$ cat src/hdl/splc_pkg.sv
package splc_pkg;

  // ****************************************************************
  // widths and constants
  // ****************************************************************
  localparam int          SPLC_AW        = 16;          // address width
  localparam logic [15:0] SPLC_UNDERFLOW = 16'h0800;    // lowest stack addr
  localparam logic [15:0] SPLC_SP_RST    = 16'h0800;    // pointer at reset
  localparam logic [15:0] SPLC_WORD      = 16'h0002;    // one stack word
  localparam logic [15:0] SPLC_ALIGN     = 16'hFFFE;    // word align mask
  localparam logic [15:0] SPLC_ZERO      = 16'h0000;    // cleared word

  // stack operation requested by the core
  typedef enum logic [2:0] {
    SPLC_OP_NONE = 3'b000,   // idle
    SPLC_OP_PUSH = 3'b001,   // plain data push
    SPLC_OP_POP  = 3'b010,   // plain data pop
    SPLC_OP_CALL = 3'b011,   // call program counter push
    SPLC_OP_EXC  = 3'b100,   // exception program counter push
    SPLC_OP_ADDR = 3'b101    // other access through the pointer
  } splc_op_e;

  // request from core address generation
  typedef struct packed {
    splc_op_e    op;         // operation
    logic [15:0] data;       // push data or pc word
    logic [15:0] effective_addr; // address for SPLC_OP_ADDR
  } splc_req_s;

  // memory access towards data ram
  typedef struct packed {
    logic        wr;         // write strobe
    logic        rd;         // read strobe
    logic [15:0] addr;       // word address
    logic [15:0] wdata;      // write data
  } splc_mem_s;

endpackage

$ cat src/hdl/splc_limit_cmp.sv
`timescale 1ns/1ps
// ****************************************************************
// limit comparator: flags overflow and underflow of one address
// ****************************************************************
module splc_limit_cmp
  import splc_pkg::*;
(
  input  wire logic [15:0] addr,      // effective address
  input  wire logic [15:0] limit,     // stack limit
  input  wire logic        check,     // address formed via pointer
  output logic             over,      // beyond limit
  output logic             under      // below ram bottom
);

  // compare combinationally
  always_comb begin
    over  = check && (addr > limit);
    under = check && (addr < SPLC_UNDERFLOW);
  end

endmodule // splc_limit_cmp

$ cat src/hdl/splc_stack_limit.sv
`timescale 1ns/1ps
// Operation
// - pointer holds first free word, grows upward
// - push writes then increments; pop decrements first
// - call push clears pc msb
// - exception push places 7 status bits on top
// - limit register not cleared by reset
// - limit bit zero reads zero after any limit write
// - every pointer address compared with limit
// - push at limit fine, next one traps
// - address below 0x0800 raises underflow trap
module splc_stack_limit
  import splc_pkg::*;
(
  input  wire logic        clk,           // core clock
  input  wire logic        rst_n,         // sync reset, active low
  input  wire splc_req_s   req,           // stack request
  input  wire logic [6:0]  status_low_byte, // status low bits
  input  wire logic        lim_we,        // limit write strobe
  input  wire logic [15:0] lim_wdata,     // limit write data
  input  wire logic        sp_we,         // direct pointer write
  input  wire logic [15:0] sp_wdata,      // direct pointer data
  input  wire logic        flag_clr,      // clear sticky flag
  output splc_mem_s        mem,           // ram access
  output logic [15:0]      stack_pointer, // pointer value
  output logic [15:0]      stack_limit,   // limit readback
  output logic             trap,          // one-cycle trap request
  output logic             err_over,      // sticky overflow flag
  output logic             err_under      // sticky underflow flag
);

  // ****************************************************************
  // state
  // ****************************************************************
  logic [15:0] stack_pointer_reg;  // pointer
  logic [15:0] stack_pointer_next; // pointer next
  logic [15:0] limit_reg;          // limit, no reset
  splc_mem_s   mem_reg;            // registered ram access
  splc_mem_s   mem_next;           // ram access next
  logic        trap_reg;           // trap pulse
  logic        over_reg;           // sticky overflow
  logic        under_reg;          // sticky underflow
  logic [15:0] effective_addr;     // address checked
  logic        check;              // check enable
  logic        hit_over;           // overflow this cycle
  logic        hit_under;          // underflow this cycle

  // align a word address
  function automatic logic [15:0] align(input logic [15:0] a);
    align = a & SPLC_ALIGN;
  endfunction

  // ****************************************************************
  // pointer and memory access decode
  // ****************************************************************
  always_comb begin
    stack_pointer_next = stack_pointer_reg;
    mem_next           = '{wr: 1'b0, rd: 1'b0, addr: SPLC_ZERO,
                           wdata: SPLC_ZERO};
    effective_addr     = stack_pointer_reg;
    check              = 1'b0;
    case (req.op)
      SPLC_OP_PUSH: begin  // write then increment
        mem_next = '{wr: 1'b1, rd: 1'b0, addr: stack_pointer_reg,
                     wdata: req.data};
        stack_pointer_next = stack_pointer_reg + SPLC_WORD;
        check = 1'b1;
      end
      SPLC_OP_CALL: begin  // msb forced low
        mem_next = '{wr: 1'b1, rd: 1'b0, addr: stack_pointer_reg,
                     wdata: {1'b0, req.data[14:0]}};
        stack_pointer_next = stack_pointer_reg + SPLC_WORD;
        check = 1'b1;
      end
      SPLC_OP_EXC: begin   // 7 status bits joined on top
        mem_next = '{wr: 1'b1, rd: 1'b0, addr: stack_pointer_reg,
                     wdata: {status_low_byte, req.data[8:0]}};
        stack_pointer_next = stack_pointer_reg + SPLC_WORD;
        check = 1'b1;
      end
      SPLC_OP_POP: begin   // decrement then read
        stack_pointer_next = stack_pointer_reg - SPLC_WORD;
        mem_next = '{wr: 1'b0, rd: 1'b1, addr: stack_pointer_next,
                     wdata: SPLC_ZERO};
        effective_addr = stack_pointer_next;
        check = 1'b1;
      end
      SPLC_OP_ADDR: begin  // other pointer use
        effective_addr = align(req.effective_addr);
        check = 1'b1;
      end
      default: begin       // idle
        check = 1'b0;
      end
    endcase
  end

  // limit compare
  splc_limit_cmp u_cmp (
    .addr  (effective_addr),
    .limit (limit_reg),
    .check (check),
    .over  (hit_over),
    .under (hit_under)
  );

  // ****************************************************************
  // registers
  // ****************************************************************
  // pointer, direct write has priority over stack ops
  always_ff @(posedge clk) begin
    if (!rst_n) begin
      stack_pointer_reg <= SPLC_SP_RST;
    end else if (sp_we) begin
      stack_pointer_reg <= align(sp_wdata);
    end else begin
      stack_pointer_reg <= stack_pointer_next;
    end
  end

  // limit: no reset, bit zero held low
  always_ff @(posedge clk) begin
    if (lim_we) begin
      limit_reg <= align(lim_wdata);
    end
  end

  // ram access
  always_ff @(posedge clk) begin
    if (!rst_n) begin
      mem_reg <= '{wr: 1'b0, rd: 1'b0, addr: SPLC_ZERO, wdata: SPLC_ZERO};
    end else begin
      mem_reg <= mem_next;
    end
  end

  // trap pulse
  always_ff @(posedge clk) begin
    if (!rst_n) begin
      trap_reg <= 1'b0;
    end else begin
      trap_reg <= hit_over | hit_under;
    end
  end

  // sticky flags, set wins over clear
  always_ff @(posedge clk) begin
    if (!rst_n) begin
      over_reg  <= 1'b0;
      under_reg <= 1'b0;
    end else begin
      over_reg  <= hit_over  | (over_reg  & ~flag_clr);
      under_reg <= hit_under | (under_reg & ~flag_clr);
    end
  end

  // ****************************************************************
  // outputs
  // ****************************************************************
  assign mem           = mem_reg;
  assign stack_pointer = stack_pointer_reg;
  assign stack_limit   = limit_reg;
  assign trap          = trap_reg;
  assign err_over      = over_reg;
  assign err_under     = under_reg;

  // ****************************************************************
  // checks
  // ****************************************************************
  property p_push_inc;
    @(posedge clk) disable iff (!rst_n)
      (req.op == SPLC_OP_PUSH && !sp_we) |=>
        stack_pointer == $past(stack_pointer) + SPLC_WORD;
  endproperty
  a_push_inc: assert property (p_push_inc)
    else $error("push did not advance pointer");

  property p_push_addr;
    @(posedge clk) disable iff (!rst_n)
      req.op == SPLC_OP_PUSH |=>
        mem.wr && mem.addr == $past(stack_pointer);
  endproperty
  a_push_addr: assert property (p_push_addr)
    else $error("push wrote wrong address");

  property p_pop_addr;
    @(posedge clk) disable iff (!rst_n)
      req.op == SPLC_OP_POP |=>
        mem.rd && mem.addr == $past(stack_pointer) - SPLC_WORD;
  endproperty
  a_pop_addr: assert property (p_pop_addr)
    else $error("pop read wrong address");

  property p_call_msb;
    @(posedge clk) disable iff (!rst_n)
      req.op == SPLC_OP_CALL |=> mem.wr && !mem.wdata[15];
  endproperty
  a_call_msb: assert property (p_call_msb)
    else $error("call push msb set");

  property p_exc_status;
    @(posedge clk) disable iff (!rst_n)
      req.op == SPLC_OP_EXC |=>
        mem.wdata[15:9] == $past(status_low_byte);
  endproperty
  a_exc_status: assert property (p_exc_status)
    else $error("exception push lost status");

  property p_lim_bit0;
    @(posedge clk) disable iff (!rst_n)
      lim_we |=> stack_limit == {$past(lim_wdata[15:1]), 1'b0};
  endproperty
  a_lim_bit0: assert property (p_lim_bit0)
    else $error("limit bit zero set");

  property p_at_limit;
    @(posedge clk) disable iff (!rst_n)
      (req.op == SPLC_OP_PUSH && stack_pointer == stack_limit &&
       stack_pointer >= SPLC_UNDERFLOW) |=> !trap;
  endproperty
  a_at_limit: assert property (p_at_limit)
    else $error("trap on push at limit");

  property p_over_trap;
    @(posedge clk) disable iff (!rst_n)
      (req.op == SPLC_OP_PUSH && stack_pointer > stack_limit) |=>
        trap && err_over;
  endproperty
  a_over_trap: assert property (p_over_trap)
    else $error("missing overflow trap");

  property p_under_trap;
    @(posedge clk) disable iff (!rst_n)
      (req.op == SPLC_OP_PUSH && stack_pointer < SPLC_UNDERFLOW) |=>
        trap && err_under;
  endproperty
  a_under_trap: assert property (p_under_trap)
    else $error("missing underflow trap");

  property p_sticky;
    @(posedge clk) disable iff (!rst_n)
      (err_over && !flag_clr) |=> err_over;
  endproperty
  a_sticky: assert property (p_sticky)
    else $error("overflow flag dropped");

endmodule // splc_stack_limit
$ cat config.mk
export PLATFORM = sky130hd
export DESIGN_NAME = splc_stack_limit
export DESIGN_NICKNAME = d
export VERILOG_FILES = /design/src/hdl/splc_pkg.sv /design/src/hdl/splc_limit_cmp.sv /design/src/hdl/splc_stack_limit.sv
export SDC_FILE = /design/constraint.sdc
export NUM_CORES = 1
export LEC_CHECK = 0
export BUFFER_PORTS_ARGS = -buffer_cell sky130_fd_sc_hd__buf_2
export CORE_MARGIN = 2
export CORE_UTILIZATION = 50
export DETAILED_ROUTE_END_ITERATION = 12
export GPL_ROUTABILITY_DRIVEN = 0
export PLACE_DENSITY_LB_ADDON = 0.08
export SLEW_MARGIN = 20
export SYNTH_ARGS = -nofsm -noshare
export SYNTH_HDL_FRONTEND = slang
export SYNTH_HIERARCHICAL = 1
export SYNTH_SLANG_ARGS = --single-unit
$ cat constraint.sdc
create_clock -name clk -period 4.5 [get_ports clk]
set_clock_uncertainty 0.15 [all_clocks]
set_input_delay 0.9 -clock clk [delete_from_list [all_inputs] [get_ports clk]]
set_output_delay 0.9 -clock clk [all_outputs]
set_load 0.01 [all_outputs]
==> impl_metrics.py, run 1 <==
metrics = {
    "synth": {
        "synth_edf_count": 15,
        "synth_top_cell_by_area": "dfxtp_1",
        "post-synth-top-count-cell": "dfxtp_1",
        "synthSimpleGateAreaFrac": 0.2628,
        "ys_warn_count": 6,
        "synth-compound-area-share": 0.2056,
        "synthTopCellsByCount": "dfxtp_1, o21ai_0, nand2_1",
        "syn-cell-area_mm2": 0.003871,
        "synth_top_family_by_area": "simple AND/OR/NAND/NOR gates",
        "avgSynthCellArea_um2": 8.490,
        "synth.area.top_cells": "dfxtp_1, edfxtp_1, ha_1",
        "synthArstFlopShare": 0,
        "yosysTopAreaCellShare": 0.2637,
        "synthCells": 456,
        "synth_ff_type": "dfxtp_1",
        "synth_fa_ha_area_frac": 0.05818,
        "yosysSeqAreaShare": 0.3801,
        "yosys.cell_types.count": 66,
        "synthMuxAreaShare": 0,
        "synth-seq-cells": 66,
        "synth_xor_area_frac": 0.02036,
    },
    "floorplan": {
        "fp.dieW_um": 91.99,
        "die_y_um": 91.99,
        "start_util": 0.5089,
        "core-area_mm2": 0.007607,
        "ioPinCount": 148,
        "dieArea_mm2": 0.008462,
        "rows": 32,
    },
    "clock_tree": {
        "cts.sinks": 66,
        "clk_latency_ns": 0.35,
        "clkTransAtPathRegs_ns": 0.07,
        "clockBufferDepth": 2,
        "cts_root_buf": "clkbuf_8",
        "cts_setup_buffers": 0,
        "tritoncts": "done",
        "hold_buffers": 0,
        "cts_resized": 0,
        "cts_buffers": 9,
        "htreeDepth": 3,
    },
    "global_routing": {
        "grt_remaining_overflow": 0,
        "antenna_found_initial": 0,
        "grt_max_degree": 56,
        "grt_pass1_vias": 3565,
        "grt_pass1_wl_um": 16620,
        "grt_usage": 0.2455,
    },
    "sta": {
        "setup_viol": 0,
        "tightest_slew_ns": 0.8283,
        "min_period_ns": 3.957,
        "fmaxAchievable_mhz": 252.7,
        "finalHoldViolCount": 0,
        "rsz0062_at_grt": "no",
        "finalCritPeriodShare": 0.8794,
        "tns_ns": 0,
        "finalMaxSlewViolations": 0,
        "slew_headroom": 0.4478,
    },
    "worst_setup_path": {
        "worst-endpoint-required_ns": 4.64,
        "crit_chain": "inv_1 > ha_1 > or4b_1 > nor4_4 > nor2_1 > o21ai_0 > o311ai_1 > ha_1 > nand4_1 > or4_1 > a21o_1 > a31oi_1 > o21a_1",
        "slowest_stage": "or4b_1",
        "cpMostUsedCell": "ha_1",
        "r2r-start": "stack_pointer[1]$_SDFFE_PN0P_",
        "critPathLaunchType": "register",
        "slowest_delay_ns": 0.65,
        "crit_start": "stack_pointer[1]$_SDFFE_PN0P_",
        "arrival_ns": 4.10,
        "worstSetupPathType": "reg2reg",
        "end_kind": "register",
        "crit_fanout": 7,
    },
    "routing": {
        "wl_um": 10670,
        "wl_per_cell_um": 15.46,
        "ant_nets": 0,
        "vias": 3862,
        "vias_per_cell": 5.597,
        "drc": 0,
        "dr.pass1.iters": 5,
        "drt-initial-drc-count": 195,
    },
    "layout": {
        "area_growth_pct": 23.14,
        "utilization": 0.6266,
        "largest_reg_flops": 33,
        "layout-drive-gt1-share": 0.3061,
        "design_area_mm2": 0.004767,
        "diodes": 0,
        "fin_nets": 680,
    },
    "power": {
        "ir_drop_mv": 0.1613,
        "pwr_density_cell_mw_per_mm2": 302.2,
        "leakagePower_nw": 2.197,
    },
    "place": {
        "placed_cell_area_mm2": 0.004602,
        "portBuffers": 141,
        "hpwlAfterDp_um": 7809,
    },
    "outcome": {
        "status": "finished clean",
    },
    "min_path": {
        "hp-class": "reg2reg",
        "hp-start": "err_under$_SDFF_PN0_",
    },
    "run": {
        "cap_viol_max_count": 0,
    },
}
## final timing paths
| path | depth (start not counted) | slack [ns] | to |
|---|---|---|---|
| worst max-delay path | 13 | 0.54 | err_over$_SDFF_PN0_ |
| worst min-delay path | 2 | 0.44 | err_under$_SDFF_PN0_ |
| worst max register to register | 13 | 0.54 | err_over$_SDFF_PN0_ |
| worst min register to register | 2 | 0.44 | err_under$_SDFF_PN0_ |
## critical path, delay by kind of cell (launching register included)
| kind | cells | cell delay, ns |
|---|---|---|
| AOI/OAI and AO/OA | 5 | 0.91 |
| adders and majority gates | 2 | 0.53 |
| buffers and inverters | 1 | 0.12 |
| DFF | 1 | 0.31 |
| and+or+nand+nor | 5 | 1.87 |
## logic make-up after synthesis
| family | Yosys count |
|---|---|
| simple gates | 177 |
| flops | 66 |
| compound gates | 123 |
| other cells | 1 |
| buf+inv | 62 |
| fa+ha+maj | 18 |
| xor+xnor | 9 |
## placed cells by master, fill, tap and decap left out, types with 15 or more instances in the layout
cell type,n
buf_2,141
nand2_1,36
dfxtp_1,51
edfxtp_1,15
inv_1,23
a21oi_1,25
nand3_1,21
nor2_1,26
o21ai_0,38
ha_1,18
## metal layers
layer | part of all wire | track usage
met1 | 0.44 | 0.3123
met2 | 0.47 | 0.4173
met3 | 0.073 | 0.03451
met4 | 0.017 | 0.1032
met5 | 0 | 0
## cell type report
class / instances / area [µm²]
clock buffers: 13 / 148.9
clock inverters: 3 / 16.27
fillers: 691 / 2840
inverters: 23 / 86.33
multi-input cells: 332 / 2136
flip-flops and latches: 66 / 1471
well taps: 102 / 127.6
repair buffers: 151 / 780.7
## report_power, final
part / total [mW] / internal, mW / switching [mW]
sequential: 0.679 / 0.644 / 0.0355
clock: 0.436 / 0.213 / 0.223
combinational: 0.326 / 0.137 / 0.189
## metrics by stage
stage,setup slack [ns],hold WS [ns],power (mW),cells
final,0.5426,0.4389,1.440,690
after CTS,0.5720,0.4460,1.446,690
after global routing,0.2899,0.4693,1.506,690
after floorplan,0.7648,0.3998,0.8930,460
after global placement,0.3771,0.4151,1.005,674
after detailed placement,0.3658,0.4298,1.011,674
Note: power is estimated with default switching activity, not from simulation.
==> run 2: changes to the inputs <==
--- a/config.mk
+++ b/config.mk
@@ -6,8 +6,10 @@
 export NUM_CORES = 1
 export LEC_CHECK = 0
 export BUFFER_PORTS_ARGS = -buffer_cell sky130_fd_sc_hd__buf_2
+export CELL_PAD_IN_SITES_DETAIL_PLACEMENT = 1
+export CELL_PAD_IN_SITES_GLOBAL_PLACEMENT = 1
 export CORE_MARGIN = 2
-export CORE_UTILIZATION = 50
+export CORE_UTILIZATION = 36
 export DETAILED_ROUTE_END_ITERATION = 12
 export GPL_ROUTABILITY_DRIVEN = 0
 export PLACE_DENSITY_LB_ADDON = 0.08
==> impl_metrics.py, run 2 (synthesis results as in run 1) <==
metrics = {
    "routing": {
        "vias_per_cell": 5.396,
        "wl_um": 12350,
        "drt-initial-drc-count": 91,
        "wl_per_cell_um": 17.06,
        "dr.pass1.iters": 4,
        "drc": 0,
        "vias": 3907,
        "ant_nets": 0,
    },
    "global_routing": {
        "antenna_found_initial": 0,
        "grt_max_degree": 56,
        "grt_usage": 0.2169,
        "grt_remaining_overflow": 0,
        "grt_pass1_vias": 4028,
        "grt_pass1_wl_um": 19780,
    },
    "worst_setup_path": {
        "end_kind": "register",
        "worstSetupPathType": "reg2reg",
        "cpMostUsedCell": "ha_1",
        "slowest_delay_ns": 0.67,
        "arrival_ns": 4.21,
        "crit_chain": "inv_1 > ha_1 > or4b_1 > nor4_4 > nor2_1 > o21ai_0 > o311ai_1 > ha_1 > nand4_1 > or4_1 > a21o_1 > a31oi_1 > o21a_1",
        "crit_fanout": 7,
        "critPathLaunchType": "register",
        "worst-endpoint-required_ns": 4.65,
        "slowest_stage": "or4b_1",
    },
    "clock_tree": {
        "cts_buffers": 9,
        "htreeDepth": 3,
        "clk_latency_ns": 0.36,
        "cts.sinks": 66,
        "clockBufferDepth": 2,
        "tritoncts": "done",
        "cts_setup_buffers": 0,
        "hold_buffers": 0,
        "cts_resized": 0,
        "clkTransAtPathRegs_ns": 0.07,
        "cts_root_buf": "clkbuf_8",
    },
    "layout": {
        "diodes": 0,
        "area_growth_pct": 26.31,
        "design_area_mm2": 0.004890,
        "final_cell_mix": "buf_2, dfxtp_1, o21ai_0",
        "largest_reg_flops": 33,
        "fin_nets": 680,
        "final_common_cell": "buf_2",
        "layout-drive-gt1-share": 0.3129,
    },
    "sta": {
        "finalMaxSlewViolations": 0,
        "finalHoldViolCount": 0,
        "min_period_ns": 4.057,
        "finalCritPeriodShare": 0.9015,
        "fmaxAchievable_mhz": 246.5,
        "rsz0062_at_grt": "no",
        "slew_headroom": 0.4026,
        "setup_viol": 0,
        "tns_ns": 0,
        "tightest_slew_ns": 0.8961,
    },
    "run": {
        "cap_viol_max_count": 0,
    },
    "place": {
        "placed_cell_area_mm2": 0.004644,
        "portBuffers": 141,
        "hpwlAfterDp_um": 9332,
    },
    "min_path": {
        "hp-class": "reg2reg",
    },
    "floorplan": {
        "start_util": 0.3733,
        "rows": 37,
        "ioPinCount": 148,
        "dieArea_mm2": 0.01160,
        "die_y_um": 107.7,
        "fp.dieW_um": 107.7,
        "core-area_mm2": 0.01037,
    },
    "power": {
        "pwr_density_cell_mw_per_mm2": 332.1,
        "swShare": 0.2955,
        "power_frac_clock": 0.376,
        "ir_drop_mv": 0.1255,
        "pwr-share-seq": 0.418,
        "combPwrFrac": 0.205,
        "internal_power_mw": 1.144,
        "p_sw_mw": 0.4799,
        "leakagePower_nw": 2.239,
    },
    "outcome": {
        "status": "finished clean",
    },
}
-- run 2: worst paths after layout --
| kind | startpoint | end | slack [ns] | depth (start not counted) |
|---|---|---|---|---|
| setup / recovery | stack_pointer[1]$_SDFFE_PN0P_ | err_over$_SDFF_PN0_ | 0.44 | 13 |
| hold / removal | stack_pointer[15]$_SDFFE_PN0P_ | mem[31]$_SDFF_PN0_ | 0.44 | 2 |
| setup reg to reg | stack_pointer[1]$_SDFFE_PN0P_ | err_over$_SDFF_PN0_ | 0.44 | 13 |
| hold reg to reg | stack_pointer[15]$_SDFFE_PN0P_ | mem[31]$_SDFF_PN0_ | 0.44 | 2 |
-- run 2: power by group through the flow --
stage	Clock, mW	Sequential [mW]	Combinational, mW
after floorplan	0	0.694	0.199
after global placement	0	0.692	0.321
after detailed placement	0	0.693	0.331
after CTS	0.628	0.680	0.333
after global routing	0.651	0.685	0.372
final	0.611	0.679	0.333
-- run 2: area by class of cell --
type                            instances  area (µm²)
Timing Repair Buffer                  151       780.7
Multi-Input combinational cell        332        2136
Inverter                               23       86.33
Clock buffer                           11       162.7
Sequential cell                        66        1471
Clock inverter                          5       82.58
Fill cell                            1308        5480
Tap cell                              136       170.2
-- run 2: worst max-delay path: cells and delay by family, from the launching register on --
family                   cells  cell delay (ns)
flip-flops                   1             0.31
AO/OA/AOI/OAI                5             0.92
adder cells (fa/ha/maj)      2             0.52
AND/OR/NAND/NOR              5             1.96
buffers and inverters        1             0.14
-- run 2: through the flow --
| stage | power, mW | hold WS (ns) | std cells | setup WS [ns] | utilization |
|---|---|---|---|---|---|
| after floorplan | 0.8930 | 0.3998 | 460 | 0.7648 | - |
| after global placement | 1.013 | 0.4107 | 708 | 0.4907 | 0.4479 |
| after detailed placement | 1.024 | 0.4327 | 708 | 0.4280 | 0.4479 |
| after CTS | 1.641 | 0.4355 | 724 | 0.4887 | 0.4715 |
| after global routing | 1.708 | 0.4750 | 724 | 0.1348 | 0.4715 |
| final | 1.624 | 0.4386 | 724 | 0.4431 | 0.4715 |
-- run 2: routing by layer --
layer | share of wire | GRT usage | vias to the layer above | wire length, µm
li1 | - | - | 1897 | -
met1 | 0.45 | 0.2694 | 1868 | 5609
met2 | 0.47 | 0.3675 | 120 | 5859
met3 | 0.051 | 0.03814 | 22 | 629
met4 | 0.021 | 0.09341 | 0 | 254
met5 | 0 | 0 | - | 0
==> run 3: changes to the inputs <==
--- a/config.mk
+++ b/config.mk
@@ -8,11 +8,12 @@
 export BUFFER_PORTS_ARGS = -buffer_cell sky130_fd_sc_hd__buf_2
 export CELL_PAD_IN_SITES_DETAIL_PLACEMENT = 1
 export CELL_PAD_IN_SITES_GLOBAL_PLACEMENT = 1
-export CORE_MARGIN = 2
+export CORE_MARGIN = 10
 export CORE_UTILIZATION = 36
 export DETAILED_ROUTE_END_ITERATION = 12
 export GPL_ROUTABILITY_DRIVEN = 0
 export PLACE_DENSITY_LB_ADDON = 0.08
+export SETUP_SLACK_MARGIN = 0.2
 export SLEW_MARGIN = 20
 export SYNTH_ARGS = -nofsm -noshare
 export SYNTH_HDL_FRONTEND = slang
==> impl_metrics.py, run 3 (synthesis results as in run 1) <==
metrics = {
    "worst_setup_path": {
        "arrival_ns": 4.13,
        "end_kind": "register",
        "crit_fanout": 7,
        "critPathLaunchType": "register",
        "worstSetupPathType": "reg2reg",
        "worst-endpoint-required_ns": 4.65,
    },
    "clock_tree": {
        "clkTransAtPathRegs_ns": 0.07,
        "cts_buffers": 9,
        "htreeDepth": 3,
        "clockBufferDepth": 2,
        "cts_root_buf": "clkbuf_8",
        "clk_latency_ns": 0.36,
        "cts_resized": 0,
        "cts.sinks": 66,
        "tritoncts": "done",
    },
    "place": {
        "portBuffers": 141,
        "dp.cells": 711,
        "hpwlAfterDp_um": 10620,
        "dp_slack_ns": 0.3300,
    },
    "sta": {
        "fmaxAchievable_mhz": 250.9,
        "rsz0062_at_grt": "no",
        "postLayoutSetupSlackWorst_ns": 0.5149,
        "slew_headroom": 0.3444,
        "finalHoldViolCount": 0,
        "setup_viol": 0,
        "finalMaxSlewViolations": 0,
        "hold_slack_ns": 0.4294,
        "tns_ns": 0,
        "finalCritPeriodShare": 0.8856,
        "tightest_slew_ns": 0.9834,
        "min_period_ns": 3.985,
    },
    "power": {
        "combPwrFrac": 0.216,
        "swShare": 0.2992,
        "pwr-share-seq": 0.429,
        "leakagePower_nw": 2.239,
        "p_sw_mw": 0.4731,
        "power_frac_clock": 0.354,
        "ir_drop_mv": 0.2189,
        "internal_power_mw": 1.108,
        "pwr_density_cell_mw_per_mm2": 323.6,
    },
    "floorplan": {
        "die_y_um": 123.7,
        "rows": 37,
        "dieArea_mm2": 0.01530,
        "start_util": 0.3717,
        "fp.dieW_um": 123.7,
        "ioPinCount": 148,
        "core-area_mm2": 0.01042,
    },
    "routing": {
        "vias": 3940,
        "vias_per_cell": 5.420,
        "wl_um": 13890,
        "drt-initial-drc-count": 224,
        "wl_per_cell_um": 19.11,
        "dr.pass1.iters": 4,
        "drc": 0,
        "ant_nets": 0,
    },
    "min_path": {
        "hp-class": "reg2reg",
    },
    "global_routing": {
        "antenna_found_initial": 0,
        "grt_pass1_vias": 4211,
        "grt_pass1_wl_um": 21710,
        "grt_remaining_overflow": 0,
        "grt_usage": 0.1790,
        "grt_max_degree": 56,
    },
    "layout": {
        "layout-drive-gt1-share": 0.3147,
        "final_cell_mix": "buf_2, dfxtp_1, o21ai_0",
        "largest_reg_flops": 33,
        "fin_cells": 727,
        "area_growth_pct": 26.21,
        "fin_nets": 683,
        "final_common_cell": "buf_2",
        "diodes": 0,
    },
    "run": {
        "cap_viol_max_count": 0,
    },
    "outcome": {
        "status": "finished clean",
    },
}
==> run 3: changes by cell type in the layout (fill, tap and decap cells not counted) <==
| cell | before | now |
|---|---|---|
| clkinvlp_4 | 0 | 1 |
| clkbuf_1 | 0 | 1 |
| buf_4 | 10 | 13 |
| clkinv_4 | 1 | 0 |
| inv_6 | 1 | 0 |
| clkbuf_16 | 1 | 0 |
| clkinv_2 | 1 | 2 |
==> run 3: repair_timing <==
action	4_1_cts	5_1_grt
hold endpoints to repair	0	0
buffers inserted	0	0
endpoints found under the setup margin	0	2
hold buffers	0	0
==> run 3: worst paths after layout <==
| check | startpoint | end | slack (ns) | cells after the start |
|---|---|---|---|---|
| worst min register to register | err_under$_SDFF_PN0_ | err_under$_SDFF_PN0_ | 0.43 | 2 |
| worst max-delay path | stack_pointer[2]$_SDFFE_PN0P_ | err_over$_SDFF_PN0_ | 0.51 | 13 |
| worst min-delay path | err_under$_SDFF_PN0_ | err_under$_SDFF_PN0_ | 0.43 | 2 |
| worst max register to register | stack_pointer[2]$_SDFFE_PN0P_ | err_over$_SDFF_PN0_ | 0.51 | 13 |
==> run 3: area by class of cell <==
type                            count  area, µm²
Timing Repair Buffer              154      803.3
Fill cell                        1330       5530
Clock inverter                      5      77.57
Tap cell                          136      170.2
Clock buffer                       11      141.4
Inverter                           23      86.33
Sequential cell                    66       1471
Multi-Input combinational cell    332       2136
==> run 3: metal layers <==
layer  GRT usage  wire length (µm)  vias to the layer above
li1            -                 -                     1905
met1      0.2157              5893                     1893
met2      0.3010              6760                      123
met3     0.04977              1032                       19
met4     0.05895               208                        0
met5           0                 0                        -
==> run 3: power by group through the flow <==
stage / Combinational (mW) / Sequential (mW) / Clock (mW)
floorplan: 0.199 / 0.694 / 0
global placement: 0.332 / 0.690 / 0
detailed placement: 0.342 / 0.692 / 0
CTS: 0.345 / 0.679 / 0.575
global route: 0.383 / 0.685 / 0.604
finish: 0.342 / 0.679 / 0.560
==> run 3: through the flow <==
step | cell area [µm²] | total power [mW] | util
final | 4886 | 1.581 | 0.4691
after global routing | 4886 | 1.672 | 0.4691
after CTS | 4886 | 1.599 | 0.4691
after detailed placement | 4667 | 1.035 | 0.4480
after global placement | 4667 | 1.022 | 0.4480
after floorplan | 3886 | 0.8930 | -
==> run 3: critical path, cell delays in order (launching register included) <==
cell	delay, ns
dfxtp_1	0.32
inv_1	0.12
ha_1	0.19
or4b_1	0.68
nor4_4	0.40
nor2_1	0.07
o21ai_0	0.16
o311ai_1	0.16
ha_1	0.35
nand4_1	0.14
or4_1	0.57
a21o_1	0.17
a31oi_1	0.28
o21a_1	0.17
